$ cat src/verilog/xdr_pkg.sv
/*
  Shared constants and types for the four-lane receive deskew and rate
  match block. Assumes 8b/10b decoded lanes carrying {k flag, byte}.
*/
// Behaviour
// - aligned only after first plus three more aligned A columns at outputs.
// - while aligned, four misaligned A columns without aligned one drop it.
// - elastic buffer absorbs up to 100 ppm each way, 200 ppm total.
// - no rate matching until all lanes synced and lanes aligned.
// - find all-lane R columns, drop or add whole columns against over/underrun.
// - each dropped R column pulses the drop flag one cycle on all lanes.
// - each added R column pulses the add flag one cycle on all lanes.
// - full or empty buffer is only reported, never repaired by the block.
// - full and empty flags stay high at least three cycles.
// - per-lane sync ok follows the aligner, cleared on loss or reset.
// - deskew pointers idle until first A; then write runs, read frozen.
// - A on all lanes within ten cycles releases all reads together.
package xdr_pkg;
  localparam int LANES = 4;
  localparam int LANE_W = 9;
  localparam int COL_W = LANES * LANE_W;
  localparam logic [7:0] CODE_ALIGN = 8'h7c;
  localparam logic [7:0] CODE_IDLE_R = 8'h1c;
  localparam int DESKEW_WIN = 10;
  localparam int ACQ_EXTRA = 3;
  localparam int LOSS_MISS = 4;
  localparam int FLAG_HOLD = 3;
  localparam int PPM_EACH = 100;
  localparam int PPM_TOTAL = 2 * PPM_EACH;
  // 200 ppm slips one column per 5000; marks leave 4 columns either side
  localparam int DSK_DEPTH = 16;
  localparam int EB_DEPTH = 16;
  localparam int EB_HI_MARK = 12;
  localparam int EB_LO_MARK = 4;
  localparam logic [4:0] ADDR_STATUS = 5'h00;
  localparam logic [4:0] ADDR_IRQ_EN = 5'h04;
  localparam logic [4:0] ADDR_IRQ_CLR = 5'h08;
  localparam logic [4:0] ADDR_CTRL = 5'h0c;
  localparam logic [4:0] ADDR_STATE = 5'h10;
  localparam int NUM_EV = 6;
  localparam int EV_ALIGN_UP = 0;
  localparam int EV_ALIGN_DOWN = 1;
  localparam int EV_DROP = 2;
  localparam int EV_ADD = 3;
  localparam int EV_FULL = 4;
  localparam int EV_EMPTY = 5;
  localparam int CTRL_RM_EN = 0;
  localparam logic CTRL_RST = 1'b1;
  localparam logic [NUM_EV-1:0] IRQ_EN_RST = '0;
  localparam int ST_ALIGNED = 0;
  localparam int ST_SYNC_LSB = 1;
  localparam int ST_FILL_LSB = 8;
  typedef enum logic [2:0] {
    DS_IDLE = 3'b001,
    DS_FILL = 3'b010,
    DS_RUN = 3'b100
  } xdr_dsk_t;
  typedef enum logic [1:0] {
    AL_ACQ = 2'b01,
    AL_OK = 2'b10
  } xdr_aln_t;
endpackage

$ cat src/verilog/xdr_lane_if.sv
/*
  Per-lane connection between the top and one deskew FIFO.
  Assumes a single clock shared by both ends.
*/
`timescale 1ns/10ps
interface xdr_lane_if;
  logic clr;
  logic wr;
  logic rd;
  logic [8:0] din;
  logic [8:0] dout;
  modport fifo (input clr, input wr, input rd, input din, output dout);
  modport ctrl (output clr, output wr, output rd, output din, input dout);
endinterface

$ cat src/verilog/xdr_rx_top.sv
/*
  Receive deskew, channel alignment and rate-match elastic buffer for a
  four-lane link, with a small register port and one interrupt.
  Assumes word-aligned lanes, lane_valid common to all lanes, one clock.
*/
// Design decisions made here: the placing of the registers and strobed register access.
`timescale 1ns/10ps
module xdr_rx_top
  import xdr_pkg::*;
#(
  parameter int DSK_D = DSK_DEPTH,
  parameter int EB_D = EB_DEPTH,
  parameter int EB_HI = EB_HI_MARK,
  parameter int EB_LO = EB_LO_MARK
)
(
  input logic clk,
  input logic rst_n,
  input logic receive_logic_reset,
  input logic [3:0] lane_sync_in,
  input logic lane_valid,
  input logic [31:0] lane_data,
  input logic [3:0] lane_kflag,
  input logic fabric_ready,
  input logic [4:0] bus_addr,
  input logic [31:0] bus_wdata,
  input logic bus_wr,
  input logic bus_rd,
  output logic [3:0] lane_sync_ok,
  output logic lanes_aligned,
  output logic [31:0] rx_data,
  output logic [3:0] rx_kflag,
  output logic rx_valid,
  output logic [3:0] column_dropped_pulse,
  output logic [3:0] column_added_pulse,
  output logic elastic_full_flag,
  output logic elastic_empty_flag,
  output logic [31:0] bus_rdata,
  output logic irq
);
  localparam int EAW = $clog2(EB_D);

  logic [3:0] sync_r, sync_nxt;
  logic all_sync;
  xdr_dsk_t ds_r, ds_nxt;
  logic [3:0] start_r, start_nxt, win_r, win_nxt;
  logic [3:0] a_in, a_out, r_in, r_head, dsk_wr;
  logic dsk_rd, dsk_clr, realign, col_aln, col_mis;
  logic [COL_W-1:0] dsk_col, col_r, col_nxt, head;
  logic col_v_r, col_v_nxt;
  xdr_aln_t al_r, al_nxt;
  logic [2:0] acq_r, acq_nxt, miss_r, miss_nxt;
  logic aligned_r, aligned_nxt;

  logic [COL_W-1:0] eb_mem_r [EB_D];
  logic [EAW:0] eb_wp_r, eb_wp_nxt, eb_rp_r, eb_rp_nxt, fill;
  logic eb_we, rm_on, drop_now, add_now, full_ev, empty_ev;
  logic [31:0] head_d, rx_data_r, rx_data_nxt;
  logic [3:0] head_k, rx_kflag_r, rx_kflag_nxt;
  logic rx_valid_r, rx_valid_nxt;
  logic [1:0] full_cnt_r, full_cnt_nxt, empty_cnt_r, empty_cnt_nxt;
  logic [3:0] drop_p_r, drop_p_nxt, add_p_r, add_p_nxt;
  logic full_flag_r, full_flag_nxt, empty_flag_r, empty_flag_nxt;

  logic [NUM_EV-1:0] status_r, status_nxt, en_r, en_nxt, ev, clr_mask;
  logic ctrl_r, ctrl_nxt, irq_r, irq_nxt;
  logic [31:0] rdata_r, rdata_nxt;

  assign all_sync = &sync_r;
  assign col_aln = col_v_r && (&a_out);
  assign col_mis = col_v_r && (|a_out) && !(&a_out);
  assign fill = eb_wp_r - eb_rp_r;
  assign head = eb_mem_r[eb_rp_r[EAW-1:0]];
  assign rm_on = all_sync && aligned_r && ctrl_r;

  genvar g;
  generate
    for (g = 0; g < LANES; g++)
    begin : g_lane
      xdr_lane_if lif();
      assign a_in[g] = lane_valid && lane_kflag[g]
        && lane_data[8*g +: 8] == CODE_ALIGN;
      assign a_out[g] = col_r[LANE_W*g+8]
        && col_r[LANE_W*g +: 8] == CODE_ALIGN;
      assign r_in[g] = col_r[LANE_W*g+8]
        && col_r[LANE_W*g +: 8] == CODE_IDLE_R;
      assign head_d[8*g +: 8] = head[LANE_W*g +: 8];
      assign head_k[g] = head[LANE_W*g+8];
      assign r_head[g] = head_k[g] && head_d[8*g +: 8] == CODE_IDLE_R;
      assign lif.clr = dsk_clr;
      assign lif.wr = dsk_wr[g];
      assign lif.rd = dsk_rd;
      assign lif.din = {lane_kflag[g], lane_data[8*g +: 8]};
      assign dsk_col[LANE_W*g +: LANE_W] = lif.dout;
      xdr_dsk_fifo #(.DEPTH(DSK_D)) u_fifo (
        .clk(clk),
        .rst_n(rst_n),
        .lf(lif.fifo)
      );
    end
  endgenerate

  // sync, channel alignment and deskew
  always_comb
  begin
    sync_nxt = receive_logic_reset ? 4'h0 : lane_sync_in;
    al_nxt = al_r;
    acq_nxt = acq_r;
    miss_nxt = miss_r;
    realign = 1'b0;
    if (receive_logic_reset || ds_r != DS_RUN || !all_sync)
    begin
      al_nxt = AL_ACQ;
      acq_nxt = '0;
      miss_nxt = '0;
    end
    else
    begin
      unique case (al_r)
        AL_ACQ:
          if (col_mis)
          begin
            acq_nxt = '0;
            realign = 1'b1;
          end
          else if (col_aln)
          begin
            if (acq_r == 3'(ACQ_EXTRA))
              al_nxt = AL_OK;
            else
              acq_nxt = acq_r + 1'b1;
          end
        AL_OK:
          if (col_aln)
            miss_nxt = '0;
          else if (col_mis)
          begin
            if (miss_r == 3'(LOSS_MISS - 1))
            begin
              al_nxt = AL_ACQ;
              miss_nxt = '0;
              acq_nxt = '0;
              realign = 1'b1;
            end
            else
              miss_nxt = miss_r + 1'b1;
          end
      endcase
    end
    aligned_nxt = (al_nxt == AL_OK);

    ds_nxt = ds_r;
    start_nxt = start_r;
    win_nxt = win_r;
    dsk_clr = 1'b0;
    if (receive_logic_reset || !all_sync || realign)
      dsk_clr = 1'b1;
    else
    begin
      unique case (ds_r)
        DS_IDLE:
        begin
          start_nxt = a_in;
          if (&a_in)
            ds_nxt = DS_RUN;
          else if (|a_in)
            ds_nxt = DS_FILL;
        end
        DS_FILL:
        begin
          start_nxt = start_r | a_in;
          win_nxt = win_r + 1'b1;
          if (&start_nxt)
            ds_nxt = DS_RUN;
          else if (win_nxt == 4'(DESKEW_WIN - 1))
            dsk_clr = 1'b1;
        end
        DS_RUN:
          win_nxt = win_r;
      endcase
    end
    if (dsk_clr)
    begin
      ds_nxt = DS_IDLE;
      start_nxt = '0;
      win_nxt = '0;
    end
    // lanes past their A keep writing; read stays frozen until release
    dsk_wr = (ds_r == DS_RUN) ? {4{lane_valid}} : (start_r | a_in);
    dsk_wr = dsk_clr ? 4'h0 : dsk_wr;
    dsk_rd = (ds_r == DS_RUN) && lane_valid && !dsk_clr;
    col_v_nxt = dsk_rd;
    col_nxt = dsk_col;
  end

  always_ff @(posedge clk)
  begin
    if (!rst_n)
    begin
      sync_r <= '0;
      al_r <= AL_ACQ;
      acq_r <= '0;
      miss_r <= '0;
      aligned_r <= 1'b0;
      ds_r <= DS_IDLE;
      start_r <= '0;
      win_r <= '0;
      col_v_r <= 1'b0;
      col_r <= '0;
    end
    else
    begin
      sync_r <= sync_nxt;
      al_r <= al_nxt;
      acq_r <= acq_nxt;
      miss_r <= miss_nxt;
      aligned_r <= aligned_nxt;
      ds_r <= ds_nxt;
      start_r <= start_nxt;
      win_r <= win_nxt;
      col_v_r <= col_v_nxt;
      col_r <= col_nxt;
    end
  end

  // rate match: only whole columns move, so lanes never slip apart
  always_comb
  begin
    eb_wp_nxt = eb_wp_r;
    eb_rp_nxt = eb_rp_r;
    eb_we = 1'b0;
    drop_now = 1'b0;
    add_now = 1'b0;
    full_ev = 1'b0;
    empty_ev = 1'b0;
    rx_data_nxt = rx_data_r;
    rx_kflag_nxt = rx_kflag_r;
    rx_valid_nxt = 1'b0;
    full_cnt_nxt = (full_cnt_r != 2'h0) ? full_cnt_r - 1'b1 : 2'h0;
    empty_cnt_nxt = (empty_cnt_r != 2'h0) ? empty_cnt_r - 1'b1 : 2'h0;
    if (receive_logic_reset)
    begin
      eb_wp_nxt = '0;
      eb_rp_nxt = '0;
      full_cnt_nxt = 2'h0;
      empty_cnt_nxt = 2'h0;
    end
    else
    begin
      if (col_v_r)
      begin
        if (rm_on && (&r_in) && fill >= (EAW+1)'(EB_HI))
          drop_now = 1'b1;
        else if (fill == (EAW+1)'(EB_D))
          full_ev = 1'b1;
        else
        begin
          eb_we = 1'b1;
          eb_wp_nxt = eb_wp_r + 1'b1;
        end
      end
      if (fabric_ready)
      begin
        if (fill == '0)
          empty_ev = rm_on;
        else
        begin
          rx_valid_nxt = 1'b1;
          rx_data_nxt = head_d;
          rx_kflag_nxt = head_k;
          if (rm_on && (&r_head) && fill <= (EAW+1)'(EB_LO))
            add_now = 1'b1;
          else
            eb_rp_nxt = eb_rp_r + 1'b1;
        end
      end
      if (full_ev)
        full_cnt_nxt = 2'(FLAG_HOLD);
      if (empty_ev)
        empty_cnt_nxt = 2'(FLAG_HOLD);
    end
    drop_p_nxt = {4{drop_now}};
    add_p_nxt = {4{add_now}};
    full_flag_nxt = full_cnt_nxt != 2'h0;
    empty_flag_nxt = empty_cnt_nxt != 2'h0;
  end

  always_ff @(posedge clk)
  begin
    if (!rst_n)
    begin
      eb_wp_r <= '0;
      eb_rp_r <= '0;
      rx_data_r <= '0;
      rx_kflag_r <= '0;
      rx_valid_r <= 1'b0;
      full_cnt_r <= '0;
      empty_cnt_r <= '0;
      drop_p_r <= '0;
      add_p_r <= '0;
      full_flag_r <= 1'b0;
      empty_flag_r <= 1'b0;
    end
    else
    begin
      eb_wp_r <= eb_wp_nxt;
      eb_rp_r <= eb_rp_nxt;
      rx_data_r <= rx_data_nxt;
      rx_kflag_r <= rx_kflag_nxt;
      rx_valid_r <= rx_valid_nxt;
      full_cnt_r <= full_cnt_nxt;
      empty_cnt_r <= empty_cnt_nxt;
      drop_p_r <= drop_p_nxt;
      add_p_r <= add_p_nxt;
      full_flag_r <= full_flag_nxt;
      empty_flag_r <= empty_flag_nxt;
    end
  end

  always_ff @(posedge clk)
  begin
    if (eb_we)
      eb_mem_r[eb_wp_r[EAW-1:0]] <= col_r;
  end

  // register port and interrupt; a set in the clear cycle wins
  always_comb
  begin
    ev = '0;
    ev[EV_ALIGN_UP] = aligned_nxt && !aligned_r;
    ev[EV_ALIGN_DOWN] = !aligned_nxt && aligned_r;
    ev[EV_DROP] = drop_now;
    ev[EV_ADD] = add_now;
    ev[EV_FULL] = full_ev;
    ev[EV_EMPTY] = empty_ev;
    en_nxt = en_r;
    ctrl_nxt = ctrl_r;
    clr_mask = '0;
    rdata_nxt = '0;
    if (bus_wr)
    begin
      case (bus_addr)
        ADDR_IRQ_EN: en_nxt = bus_wdata[NUM_EV-1:0];
        ADDR_IRQ_CLR: clr_mask = bus_wdata[NUM_EV-1:0];
        ADDR_CTRL: ctrl_nxt = bus_wdata[CTRL_RM_EN];
        default: ctrl_nxt = ctrl_r;
      endcase
    end
    if (bus_rd)
    begin
      case (bus_addr)
        ADDR_STATUS: rdata_nxt[NUM_EV-1:0] = status_r;
        ADDR_IRQ_EN: rdata_nxt[NUM_EV-1:0] = en_r;
        ADDR_CTRL: rdata_nxt[CTRL_RM_EN] = ctrl_r;
        ADDR_STATE:
        begin
          rdata_nxt[ST_ALIGNED] = aligned_r;
          rdata_nxt[ST_SYNC_LSB +: 4] = sync_r;
          rdata_nxt[ST_FILL_LSB +: EAW+1] = fill;
        end
        default: rdata_nxt = '0;
      endcase
    end
    status_nxt = (status_r & ~clr_mask) | ev;
    irq_nxt = |(status_nxt & en_nxt);
  end

  always_ff @(posedge clk)
  begin
    if (!rst_n)
    begin
      status_r <= '0;
      en_r <= IRQ_EN_RST;
      ctrl_r <= CTRL_RST;
      rdata_r <= '0;
      irq_r <= 1'b0;
    end
    else
    begin
      status_r <= status_nxt;
      en_r <= en_nxt;
      ctrl_r <= ctrl_nxt;
      rdata_r <= rdata_nxt;
      irq_r <= irq_nxt;
    end
  end

  assign lane_sync_ok = sync_r;
  assign lanes_aligned = aligned_r;
  assign rx_data = rx_data_r;
  assign rx_kflag = rx_kflag_r;
  assign rx_valid = rx_valid_r;
  assign column_dropped_pulse = drop_p_r;
  assign column_added_pulse = add_p_r;
  assign elastic_full_flag = full_flag_r;
  assign elastic_empty_flag = empty_flag_r;
  assign bus_rdata = rdata_r;
  assign irq = irq_r;
endmodule // xdr_rx_top

$ cat src/verilog/xdr_dsk_fifo.sv
/*
  One lane of the deskew FIFO: plain circular buffer, head shown
  combinationally. Assumes the top never reads it empty.
*/
`timescale 1ns/10ps
module xdr_dsk_fifo
  import xdr_pkg::*;
#(
  parameter int DEPTH = DSK_DEPTH
)
(
  input logic clk,
  input logic rst_n,
  xdr_lane_if.fifo lf
);
  localparam int AW = $clog2(DEPTH);
  logic [8:0] mem_r [DEPTH];
  logic [AW:0] wp_r, wp_nxt, rp_r, rp_nxt;
  logic fifo_full;

  assign fifo_full = (wp_r - rp_r) == (AW+1)'(DEPTH);
  assign lf.dout = mem_r[rp_r[AW-1:0]];

  always_comb
  begin
    wp_nxt = wp_r;
    rp_nxt = rp_r;
    if (lf.clr)
    begin
      wp_nxt = '0;
      rp_nxt = '0;
    end
    else
    begin
      if (lf.wr && !fifo_full)
        wp_nxt = wp_r + 1'b1;
      if (lf.rd && wp_r != rp_r)
        rp_nxt = rp_r + 1'b1;
    end
  end

  always_ff @(posedge clk)
  begin
    if (!rst_n)
    begin
      wp_r <= '0;
      rp_r <= '0;
    end
    else
    begin
      wp_r <= wp_nxt;
      rp_r <= rp_nxt;
    end
  end

  always_ff @(posedge clk)
  begin
    if (lf.wr && !fifo_full && !lf.clr)
      mem_r[wp_r[AW-1:0]] <= lf.din;
  end
endmodule // xdr_dsk_fifo

$ cat config.mk
export PLATFORM = sky130hd
export DESIGN_NAME = xdr_rx_top
export DESIGN_NICKNAME = d
export VERILOG_FILES = /design/src/verilog/xdr_pkg.sv /design/src/verilog/xdr_lane_if.sv /design/src/verilog/xdr_rx_top.sv /design/src/verilog/xdr_dsk_fifo.sv
export SDC_FILE = /design/constraint.sdc
export NUM_CORES = 1
export LEC_CHECK = 0
export BUFFER_PORTS_ARGS = -buffer_cell sky130_fd_sc_hd__buf_2
export CAP_MARGIN = 20
export CORE_MARGIN = 2
export CORE_UTILIZATION = 34
export CTS_BUF_LIST = sky130_fd_sc_hd__clkbuf_4 sky130_fd_sc_hd__clkbuf_8
export DETAILED_ROUTE_END_ITERATION = 6
export PLACE_DENSITY = 0.61
export SLEW_MARGIN = 20
export SYNTH_ARGS = -nofsm -noshare
export SYNTH_HDL_FRONTEND = slang
export SYNTH_SLANG_ARGS = --single-unit
$ cat constraint.sdc
create_clock -name clk -period 17.53 [get_ports clk]
set_clock_uncertainty 0.05 [all_clocks]
set_input_delay 2.6295 -clock clk [delete_from_list [all_inputs] [get_ports clk]]
set_output_delay 2.6295 -clock clk [all_outputs]
set_load 0.01 [all_outputs]
* Word level (Yosys, flattened, before mapping)
Memories as Yosys holds them, arrays and structs flattened. A register that Yosys moved wholly into a read port is not among the register bits.
Cells that the tools add are included.
** Operators by class
- Reductions and logical operators :: 94
- Equality and inequality tests :: 46
- Bitwise gates (word level) :: 13
- Multiplexer cells :: 81
- Add/subtract/negate cells :: 20
- $lt $le $gt $ge :: 2
** Operators with widths (number)
- $eq 8x5->1 const B :: 8
- $eq 8x7->1 const B :: 8
- $add 5x1->5 const B :: 10
- $logic_and 1x1->1 :: 45
- $mux 1 :: 40
- $mux 3 :: 12
- $eq 5x5->1 const B :: 6
- $reduce_and 4->1 :: 7
- $mux 2 :: 13
- $sub 5x5->5 :: 5
- $mux 6 :: 4
- $ne 5x5->1 :: 4
- $mux 4 :: 4
- $logic_not 1->1 :: 13
- $and 6x6->6 :: 2
- $ne 3x3->1 const B :: 4
- $pmux 3 s2 :: 2
- $pmux 4 s3 :: 1
- $reduce_and 3->1 :: 4
- $reduce_bool 2->1 :: 6
- $eq 5x4->1 const B :: 2
- $logic_not 5->1 :: 2
- $reduce_and 2->1 :: 5
- $eq 3x2->1 const B :: 3
- other kinds (26) :: 46
** Storage, ports and cells
- Bits in writable memories :: 1152
- Word-level logic and storage cells :: 296
- Output and inout bits :: 85
- Input port bits :: 84
- Register bits :: 166
- Memories kept :: 5
** Memories
- eb_mem_r :: depth 16, bits a word 36, read ports 1, clocked after Yosys merged registers in 1, write ports 1, RTL line xdr_rx_top.sv:55 : logic [COL_W-1:0] eb_mem_r [EB_D];
- g_lane[0].u_fifo.mem_r :: depth 16, bits a word 9, read ports 1, clocked after Yosys merged registers in 1, write ports 1, RTL line xdr_dsk_fifo.sv:17 : logic [8:0] mem_r [DEPTH];
- g_lane[1].u_fifo.mem_r :: depth 16, bits a word 9, read ports 1, clocked after Yosys merged registers in 1, write ports 1, RTL line xdr_dsk_fifo.sv:17
- g_lane[2].u_fifo.mem_r :: depth 16, bits a word 9, read ports 1, clocked after Yosys merged registers in 1, write ports 1, RTL line xdr_dsk_fifo.sv:17
- g_lane[3].u_fifo.mem_r :: depth 16, bits a word 9, read ports 1, clocked after Yosys merged registers in 1, write ports 1, RTL line xdr_dsk_fifo.sv:17

* Longest topological paths before layout
- Word-level depth :: 16
- Gate-level depth with buffers :: 13
- Depth with buffers taken out :: 12

* Modules after synthesis
From an unflattened synthesis, not the netlist that was laid out.
** Second synthesis, totals
- Cell total of the unflattened synthesis :: 2876
- Area total of the unflattened synthesis :: 53622.7 um^2
** Modules (own cells, without submodules)
- xdr_rx_top :: sequential area each 20199.4 um^2, area each 28003.1 um^2, cells an instance 1640, times used 1
- xdr_dsk_fifo :: sequential area each 4604.4 um^2, area each 6404.9 um^2, cells an instance 309, times used 4

* Worst setup path after synthesis
OpenSTA, ideal clock, no wires.
- Kind :: input-to-reg
- From :: input receive_logic_reset
- To :: memory eb_mem_r[0][0] (netlist bit), enable pin
- Library setup time :: 0.474 ns
- Data required time :: 17.006 ns
- Cell stages on the path :: 5
- Arrival time :: 5.637 ns
- Setup slack :: 11.369 ns
- Path through :: clkbuf_1 > clkinv_1 > and2_1 > nand2_1 > nor3_1
** On the way
- Longest elaborated chain between the ends :: 3
** Ends and longest elaborated chain
- start: declaration :: RTL line xdr_rx_top.sv:19 : input logic receive_logic_reset,
- $mux 1 :: RTL line xdr_rx_top.sv:241 : if (receive_logic_reset)
- $mux 1 :: RTL line xdr_rx_top.sv:322 : if (eb_we)
- $mux 1 (implied by the code) :: RTL line xdr_rx_top.sv:323 : eb_mem_r[eb_wp_r[EAW-1:0]] <= col_r;
- end: declaration :: RTL line xdr_rx_top.sv:55
Every way passes these cells.

==> run metrics <==
Max-Cap Viols=0; fillers=13,600; CTS tree=yes; Post-CTS Setup Bufs=0; post-DP HPWL=73.9 mm; Power, Total=~6.3 mW; multi-input logic area=between 10,000 and 15,000 um2; I/O pins=around 170; via count=roughly 26,000; number of global-route vias before repair=around 27,000; cell leakage power=around 18 nW; first-pass GRT wire length=about 180 mm; antenna violations before repair=16; max-slew violations=0; Avg Cell Area, Syn=roughly 19 um2; Routed WL per cell=about 23 um; CTS root buf=clkbuf_8; critical path peak fanout=41; Relative slew margins=a little over a quarter; Area growth syn-to-layout=14.3%; Max VDD drop=between 0.00006 and 0.00007 V; Design Area, Final=around 60,000 um2; Site Rows=about 140; post-route ant nets=0; Fmax=about 180 MHz; Die X=slightly below 400 um; critical path arrival=between 6 and 7 ns; Total Nets Final=~3,200; Vias/cell=between 5 and 6; GR Util All Layers=about 15%; 1st-iter DRT viols=approximately 2,200; DRC Markers=0; clk slew on worst S/H paths=0.06 ns; hold-fix buffers at CTS=0; synthesized flop and latch total=roughly 1,300; DP Area=between 50,000 and 60,000 um2; crit path launch type=register; Sink Count=between 1,000 and 1,500; largest net degree at the start of global routing=55; Synth Cell Area=~52,000 um2; post-synthesis sequential area ratio=about three quarters; WL final=between 100 and 150 mm; CP Capture Type=register; Fin. Hold Viols=0; Worst-Margin Slew=1.10 ns; share of cells above drive strength 1=28.4%; Primary FF master, synth=edfxtp_1; register area=around 38,000 um2; clk_lat worst skew=between 0.9 and 1 ns; Die ar.=157,000 um2; power density over the cells=around 100 nW/um2; Netlist cell types=73; Synth warnings=0; # setup viols final=0; clock buffer depth=3; cts repair resizes=0; Detailed Routing Iterations Pass 1=5; status=finished, final reports clean; Port Buf Inserts=approximately 120; Final WS setup=about 12 ns; Overflow after GRT=0; Synth Instances=about 2,800; Setup CP Type=register to register; fin crit period=5.51 ns; Data required, critical path=between 15 and 20 ns; RSZ-0062 raised after global routing=no; Chip Height=just under 400 um; CTS Buf Count=211; final worst path period share=31.4%; depth of the CTS H-tree=4; GP Congestion=around 0.8; FFs w/ async S/R, synth=0%; Core Box Area=152,000 um2; worst slack at placement=~11 ns; Initial Util=34.3%; setup tns final=0 ns; Post-synth EDFFs=between 1,000 and 1,500; Hold Crit Class=register to register
==> cell type report <==
| type | instances | share of cell area, % |
|---|---|---|
| Tap cell | 2030 | 4.25 |
| Antenna cell | 3 | 0.0126 |
| Sequential cell | 1337 | 64.1 |
| Clock inverter | 79 | 1.01 |
| Inverter | 45 | 0.283 |
| Timing Repair Buffer | 167 | 1.61 |
| Clock buffer | 315 | 6.47 |
| Multi-Input combinational cell | 1267 | 22.2 |
==> worst max-delay path, cell delays in order (launching register included) <==
cell and delay, ns:
dfxtp_4 0.74, buf_4 0.78, buf_4 0.78, mux4_2 0.61, a22oi_1 0.23, nand2_1 0.28
nor4bb_1 0.42, nand4_1 0.32, nor3_1 0.42, nand2_1 0.42, o211ai_1 0.31
==> registers in the layout, indices dropped and copies added (netlist names), 3 cells and up, named ones only <==
register / flops
bus_rdata: 11
eb_rp_r: 5
g_lane.u_fifo.rp_r: 20
ds_r: 3
eb_mem_r: 576
win_r: 4
g_lane.u_fifo.wp_r: 20
acq_r: 3
lane_sync_ok: 4
start_r: 4
g_lane.u_fifo.mem_r: 576
miss_r: 3
col_r: 36
status_r: 6
rx_kflag: 4
eb_wp_r: 5
en_r: 6
rx_data: 32
==> power breakdown <==
group | internal, mW | total (mW) | switching, mW | leakage (nW)
Clock | 1.50 | 2.75 | 1.25 | 2.38
Combinational | 0.00907 | 0.0460 | 0.0369 | 4.54
Sequential | 3.44 | 3.45 | 0.0122 | 11.2
==> metrics by stage <==
step / std cells / hold slack (ns) / utilization [%]
4_1_cts: 5239 / 0.403 / 39.2
3_3_place_gp: 4845 / 0.395 / 36.3
5_1_grt: 5242 / 0.419 / 39.2
2_1_floorplan: 2802 / 0.394 / -
3_5_place_dp: 4845 / 0.395 / 36.3
6_report: 5243 / 0.400 / 39.2
==> cells by family after synthesis <==
| group | share of synthesized area, % |
|---|---|
| flops | 73.2 |
| simple gates | 5.57 |
| mux | 14.6 |
| compound gates | 2.73 |
| buf+inv | 1.83 |
| fa+ha+maj | 1.23 |
| xor+xnor | 0.787 |
| other cells | 0.00717 |
==> final timing paths <==
path	startpoint	to	slack, ns	cells after the start
min	rx_data[12]	rx_data[12]	0.40	2
min reg2reg	rx_data[12]	rx_data[12]	0.40	2
max	register	irq	12.02	10
max reg2reg	register	irq	12.02	10
==> cell usage after synthesis, types with 17 or more instances <==
cell | instances | area share [%]
nand2_1 | 142 | 1.0
nand2b_1 | 21 | 0.25
buf_4 | 36 | 0.52
edfxtp_1 | 1152 | 66
nand4_1 | 19 | 0.23
dfxtp_1 | 185 | 7.1
ha_1 | 50 | 1.2
nor2b_1 | 24 | 0.29
xor2_1 | 17 | 0.28
mux4_2 | 328 | 14
clkbuf_1 | 70 | 0.50
a22oi_1 | 53 | 0.76
nand3_1 | 24 | 0.23
and3_1 | 30 | 0.36
a21oi_1 | 70 | 0.67
nor2_1 | 167 | 1.2
nor3_1 | 29 | 0.28
and2_1 | 47 | 0.56
inv_1 | 41 | 0.29
buf_2 | 18 | 0.17
o21ai_0 | 26 | 0.25
mux2i_1 | 22 | 0.42
buf_1 | 22 | 0.16
xnor2_1 | 30 | 0.50
nor4_1 | 19 | 0.23
==> layout by cell type, fill, tap and decap left out, types with 7 or more instances in the layout <==
cell,instances
buf_4,45
and3_1,30
nand4_1,19
xor2_1,17
clkinv_2,21
edfxtp_1,1152
and2_1,47
o21a_1,7
nand2b_1,21
mux4_2,328
ha_1,50
nand3_1,24
dfxtp_2,9
xnor2_1,30
conb_1,21
nor3_2,11
o21ai_0,26
nand2_1,141
and4_1,8
nor4_1,17
clkbuf_8,240
dfxtp_1,174
or3_1,15
clkbuf_4,75
nor3_1,18
inv_1,40
clkinv_1,39
nor2_4,13
nor2b_1,22
buf_2,121
a21boi_0,7
a21oi_1,70
mux2i_1,22
a22oi_1,53
nor2_1,153
==> metal layers <==
| metal | up-vias | global-route usage [%] | routed length (um) |
|---|---|---|---|
| li1 | 11700 | - | - |
| met1 | 13800 | 21.8 | 54700 |
| met2 | 885 | 22.3 | 53400 |
| met3 | 157 | 5.04 | 10500 |
| met4 | 10 | 3.75 | 1680 |
| met5 | - | 0 | 54 |
Power figures use the tool's default switching activity.
